`src/logic/lsr_pkg.sv`:
```
package lsr_pkg;
    // register addresses on the serial interface
    localparam logic [7:0] LSR_ADDR_S1_LSB = 8'h21;
    localparam logic [7:0] LSR_ADDR_S1_MSB = 8'h22;
    localparam logic [7:0] LSR_ADDR_S2_LSB = 8'h23;
    localparam logic [7:0] LSR_ADDR_S2_MSB = 8'h24;
    // field layout
    localparam int LSR_RESULT_W = 13;
    localparam int LSR_LSB_HI = 7;
    localparam int LSR_MSB_LO = 8;
    localparam int LSR_MSB_HI = 12;
    localparam logic [2:0] LSR_RSVD_VALUE = 3'h0;
    localparam logic [12:0] LSR_RESULT_RESET = 13'h0000;
    localparam logic [7:0] LSR_UNMAPPED_VALUE = 8'h00;
    // refresh period
    localparam int LSR_CLK_HZ = 100_000_000;
    localparam int LSR_REFRESH_MS = 80;
    localparam int LSR_REFRESH_CYCLES = LSR_CLK_HZ / 1000 * LSR_REFRESH_MS;
    localparam int LSR_NUM_SENSORS = 2;

    // register read/write request from the serial interface engine
    typedef struct packed {
        logic rd;
        logic wr;
        logic [7:0] addr;
        logic [7:0] wdata;
    } lsr_req_type;

    // read answer
    typedef struct packed {
        logic valid;
        logic [7:0] data;
    } lsr_rsp_type;
endpackage

```
`src/logic/lsr_snapshot.sv`:
```
`timescale 1ns/1ps
`default_nettype none
// holds one sensor's result; both halves come from one conversion
module lsr_snapshot
    import lsr_pkg::*;
(
    input wire logic clk,
    input wire logic reset,
    input wire logic load,
    input wire logic [12:0] sample,
    output logic [12:0] value
);
    typedef struct packed {
        logic [12:0] value;
    } lsr_snap_state_type;

    lsr_snap_state_type state_q;
    lsr_snap_state_type state_d;

    // whole word loads at once so halves never mix
    always_comb begin
        state_d = state_q;
        if (load) begin
            state_d.value = sample; // see RULE_07
        end
    end

    always_ff @(posedge clk) begin
        if (reset) begin
            state_q <= '{value: LSR_RESULT_RESET};
        end else begin
            state_q <= state_d;
        end
    end

    assign value = state_q.value;
endmodule // lsr_snapshot
`default_nettype wire

```
`src/logic/lsr_readout.sv`:
```
// Behaviour
// RULE_01: sensor 1 low register shows result bits 7..0.
// RULE_02: sensor 1 high register shows result bits 12..8 in 4..0; with a sensor 2 low read pending the code returns sensor 2's bits.
// RULE_03: sensor 2 low register shows result bits 7..0.
// RULE_04: sensor 2 high register shows result bits 12..8 in 4..0; with a sensor 1 low read pending the code returns sensor 1's bits.
// RULE_05: results refresh every 80 ms only while that sensor is enabled.
// RULE_06: all four result registers are read-only; writes are ignored.
// RULE_07: reserved bits read zero; a read pair comes from one conversion; the code shares one msb_hold that a low read of either sensor reloads.
`timescale 1ns/1ps
`default_nettype none
module lsr_readout
    import lsr_pkg::*;
#(
    parameter int REFRESH_CYCLES = LSR_REFRESH_CYCLES
)
(
    input wire logic clk,
    input wire logic reset,
    input wire logic [1:0] sensor_enable,
    input wire logic [12:0] sensor1_sample,
    input wire logic [12:0] sensor2_sample,
    input wire lsr_req_type req,
    output lsr_rsp_type rsp,
    output logic [1:0] refresh_pulse
);
    typedef struct packed {
        logic [31:0] tick_cnt;
        logic [1:0] refresh;
        logic msb_pending;
        logic [4:0] msb_hold;
        lsr_rsp_type rsp;
    } lsr_state_type;

    lsr_state_type state_q;
    lsr_state_type state_d;
    logic [12:0] value [LSR_NUM_SENSORS];
    logic [12:0] sample [LSR_NUM_SENSORS];
    logic tick;

    assign sample[0] = sensor1_sample;
    assign sample[1] = sensor2_sample;
    assign tick = (state_q.tick_cnt == 32'(REFRESH_CYCLES - 1));

    // one snapshot per sensor, loaded only when enabled at the period tick
    genvar g;
    generate
        for (g = 0; g < LSR_NUM_SENSORS; g++) begin : g_snap
            lsr_snapshot u_snap (
                .clk(clk),
                .reset(reset),
                .load(tick && sensor_enable[g]), // see RULE_05
                .sample(sample[g]),
                .value(value[g])
            );
        end
    endgenerate

    // period counter, read decode; writes never touch results
    always_comb begin
        state_d = state_q;
        state_d.refresh = 2'h0;
        state_d.rsp.valid = 1'b0;
        if (tick) begin
            state_d.tick_cnt = 32'h0;
            state_d.refresh = sensor_enable; // see RULE_05
        end else begin
            state_d.tick_cnt = state_q.tick_cnt + 32'h1;
        end
        // req.wr is deliberately unused for result registers, see RULE_06
        if (req.rd) begin
            state_d.rsp.valid = 1'b1;
            if (req.addr == LSR_ADDR_S1_LSB) begin
                state_d.rsp.data = value[0][LSR_LSB_HI:0]; // see RULE_01
                // latch the matching upper half so a later refresh cannot mix
                state_d.msb_pending = 1'b1;
                state_d.msb_hold = value[0][LSR_MSB_HI:LSR_MSB_LO]; // see RULE_07
            end else if (req.addr == LSR_ADDR_S1_MSB) begin
                state_d.rsp.data = {LSR_RSVD_VALUE, state_q.msb_pending ?
                    state_q.msb_hold : value[0][LSR_MSB_HI:LSR_MSB_LO]}; // see RULE_02
                state_d.msb_pending = 1'b0;
            end else if (req.addr == LSR_ADDR_S2_LSB) begin
                state_d.rsp.data = value[1][LSR_LSB_HI:0]; // see RULE_03
                state_d.msb_pending = 1'b1;
                state_d.msb_hold = value[1][LSR_MSB_HI:LSR_MSB_LO]; // see RULE_07
            end else if (req.addr == LSR_ADDR_S2_MSB) begin
                state_d.rsp.data = {LSR_RSVD_VALUE, state_q.msb_pending ?
                    state_q.msb_hold : value[1][LSR_MSB_HI:LSR_MSB_LO]}; // see RULE_04
                state_d.msb_pending = 1'b0;
            end else begin
                state_d.rsp.data = LSR_UNMAPPED_VALUE;
            end
        end
    end

    always_ff @(posedge clk) begin
        if (reset) begin
            state_q <= '0;
        end else begin
            state_q <= state_d;
        end
    end

    assign rsp = state_q.rsp;
    assign refresh_pulse = state_q.refresh;
endmodule // lsr_readout
`default_nettype wire

```
`config.mk`:
```
export PLATFORM = sky130hd
export DESIGN_NAME = lsr_readout
export DESIGN_NICKNAME = d
export VERILOG_FILES = /design/src/logic/lsr_pkg.sv /design/src/logic/lsr_snapshot.sv /design/src/logic/lsr_readout.sv
export SDC_FILE = /design/constraint.sdc
export NUM_CORES = 1
export LEC_CHECK = 0
export ABC_AREA = 1
export BUFFER_PORTS_ARGS = -buffer_cell sky130_fd_sc_hd__buf_2
export CAP_MARGIN = 25
export CORE_ASPECT_RATIO = 1.25
export CORE_MARGIN = 3
export CORE_UTILIZATION = 57
export CTS_BUF_LIST = sky130_fd_sc_hd__clkbuf_16
export DETAILED_ROUTE_END_ITERATION = 12
export PLACE_DENSITY = 0.84
export SLEW_MARGIN = 5
export SYNTH_ARGS = -nofsm -noshare
export SYNTH_HDL_FRONTEND = slang
export SYNTH_SLANG_ARGS = --single-unit
```
`constraint.sdc`:
```
create_clock -name clk -period 2 [get_ports clk]
set_clock_uncertainty 0.2 [all_clocks]
set_input_delay 0.1 -clock clk [delete_from_list [all_inputs] [get_ports clk]]
set_output_delay 0.1 -clock clk [all_outputs]
set_load 0.005 [all_outputs]
```
==> reports/qor.yml <==
rsz0062_at_grt: "no"
grt_use_total_pct: 27.6
grt_max_degree: 44
num_vias: 4175
period_needed_ps: 1870
setup.worst_path.class: "reg2reg"
synth.ff_latch_count: 75
worst_slew_pin_slew_ps: 454
cp-start-kind: "flip-flop"
synth_top_area_share_pct: 37.2
drive_gt1_share_pct: 15.1
irDropWorstVdd_v: 0.000491
ys_seq_area_share_pct: 37.2
syn2layout_area_growth_pct: 21.0
grt_pass1_wl_um: 17500
clockBufferDepth: 2
hold_slack_ps: 82.7
leakagePower_nw: 1.88
final-setup-viol-count: 0
dieArea_mm2: 0.00813
rows: 33
place_ws_ps: 83.7
maxSlewViolCount: 0
hp-class: "in2reg"
avgSynthCellArea_um2: 6.76
yosysTopAreaCell: "dfxtp_1"
ant_nets: 0
grt_pass1_vias: 3933
fmax_mhz: 536
die_y_um: 100
cts_root_buffer: "clkbuf_16"
fin_setup_tns_ps: 0
finalHoldViolCount: 0
clk_latency_ps: 330
drt-wirelength-per-cell_um: 14.0
grt-ovfl-total: 0
dp_hpwl_um: 7190
drcViolationCount: 0
cts_tree: "built"
nFillCells: 528
min_period_over_period_pct: 93.4
synthTopCellsByArea: "dfxtp_1 (37%), nand2_1 (14%), a21oi_1 (7.3%), nand4_1 (6.0%), nor2_1 (5.9%)"
n_antenna_cell: 0
fin_ws_ps: 133
cp-end-kind: "flip-flop"
viasPerCell: 5.52
ys_warn_count: 0
first_pass_iters: 5
start_util_pct: 60.0
die_x_um: 81.3
yosysUniqueCellTypes: 28
cts.sinks: 75
syn_area_mm2: 0.00404
nets: 714
worst_ep_required_time_ps: 2000
syn-num-nets: 646
ctsResizeCount: 0
antenna_found_initial: 0
clk_pin_slew_ps: 60
htreeDepth: 3
status: "finished, final reports clean"
worstPathArrival_ps: 1860
power.density_mw_per_mm2: 698
relSlewSlack_pct: 69.7
wl_um: 10600
io_pins: 59
path_max_fanout: 17
drtIter0Drc: 284
port_buffers: 49
numCtsBuffers: 9
netlist_instances: 597
core_mm2: 0.00673
maxCapViolCount: 0
place.gp.congestion: 0.938
logic make-up after synthesis:
group / after synthesis / share of synthesized area, %
xor+xnor: 10 / 2.17
flops: 75 / 37.2
buf+inv: 105 / 13.0
fa+ha+maj: 1 / 0.310
compound gates: 89 / 11.1
simple gates: 317 / 36.2
cells in the mapped netlist:
library cell and n:
buf_6 4, nand3_1 39, dfxtp_1 75, o21ai_0 29, xnor2_1 3, a21oi_1 59
nor2_2 4, buf_2 7, clkbuf_1 9, nor2_1 63, buf_4 13, nand2_1 146
nand3b_1 2, buf_8 1, nand2_4 1, ha_1 1, nor2_8 1, buf_12 2
inv_2 7, nor2_4 2, a21o_1 1, nand4_1 39, xor2_1 7, nand3_4 2
nand2_2 2, nor3_1 13, nor3_2 3, inv_1 62
worst paths after layout:
path               start                         to  slack [ps]  cells past startpoint
max          state_q[17]  g_snap[0].u_snap.value[7]         130                      9
min                reset                state_q[23]          80                      4
max reg2reg  state_q[17]  g_snap[0].u_snap.value[7]         130                      9
min reg2reg  state_q[17]                state_q[17]         250                      1
power by group:
part | leakage, nW | total (mW) | internal (mW) | switching [mW]
combinational | 1.12 | 0.180 | 0.0889 | 0.0911
clock | 0.157 | 1.72 | 1.09 | 0.627
sequential | 0.605 | 1.51 | 1.50 | 0.00599
total | 1.88 | 3.41 | 2.68 | 0.725
state kept, by name, indices dropped and copies added (netlist names):
name,count
refresh_pulse,2
rsp,9
g_snap.u_snap.value,26
state_q,38
per-layer routing:
| metal | up-vias | GRT usage, % | wire (um) |
|---|---|---|---|
| met3 | 34 | 3.68 | 465 |
| met2 | 153 | 49.2 | 5500 |
| met4 | 0 | 15.0 | 388 |
| met1 | 1907 | 31.3 | 4230 |
| met5 | - | 0 | 0 |
| li1 | 2081 | - | - |
worst max-delay path: stages, from the launching register on:
cell and delay, ps:
dfxtp_1 360, ha_1 190, nand2_2 100, nor2_8 110, nand2_4 80, nor2_4 160
buf_12 170, nand3_4 180, nand2_1 120, a21oi_1 70
timing repair:
item / in CTS / in global routing
hold buffers: 29 / 0
endpoints found under the hold margin: 31 / 0
setup endpoints to repair: 0 / 13
buffers inserted: 0 / 1
stage by stage:
stage               power (mW)  instance area, um2  cells  util, %
global route              3.52                4880    757     72.5
floorplan                 1.61                4040    597        -
finish                    3.41                4880    757     72.5
CTS                       3.43                4870    756     72.4
global placement          1.67                4270    711     63.4
detailed placement        1.67                4270    711     63.4
layout make-up:
cell class / count / area (um2) / share of cell area (%)
sequential: 75 / 1500 / 30.8
timing repair buffer: 93 / 686 / 14.0
multi-input combinational: 417 / 2010 / 41.1
inverter: 69 / 259 / 5.30
clock inverter: 7 / 93.8 / 1.92
clock buffer: 9 / 225 / 4.61
tap: 87 / 109 / 2.23
cell usage in the layout (no fill, tap or decap), types with 9 or more instances in the layout:
cell           count
nand3_1           39
nor2_1            63
buf_2             49
nand4_1           39
o21ai_0           29
nand2_1          146
clkbuf_16          9
a21oi_1           59
nor3_1            13
inv_1             63
buf_4             12
dfxtp_1           75
dlygate4sd3_1     29
(Power assumes the default switching activity.)
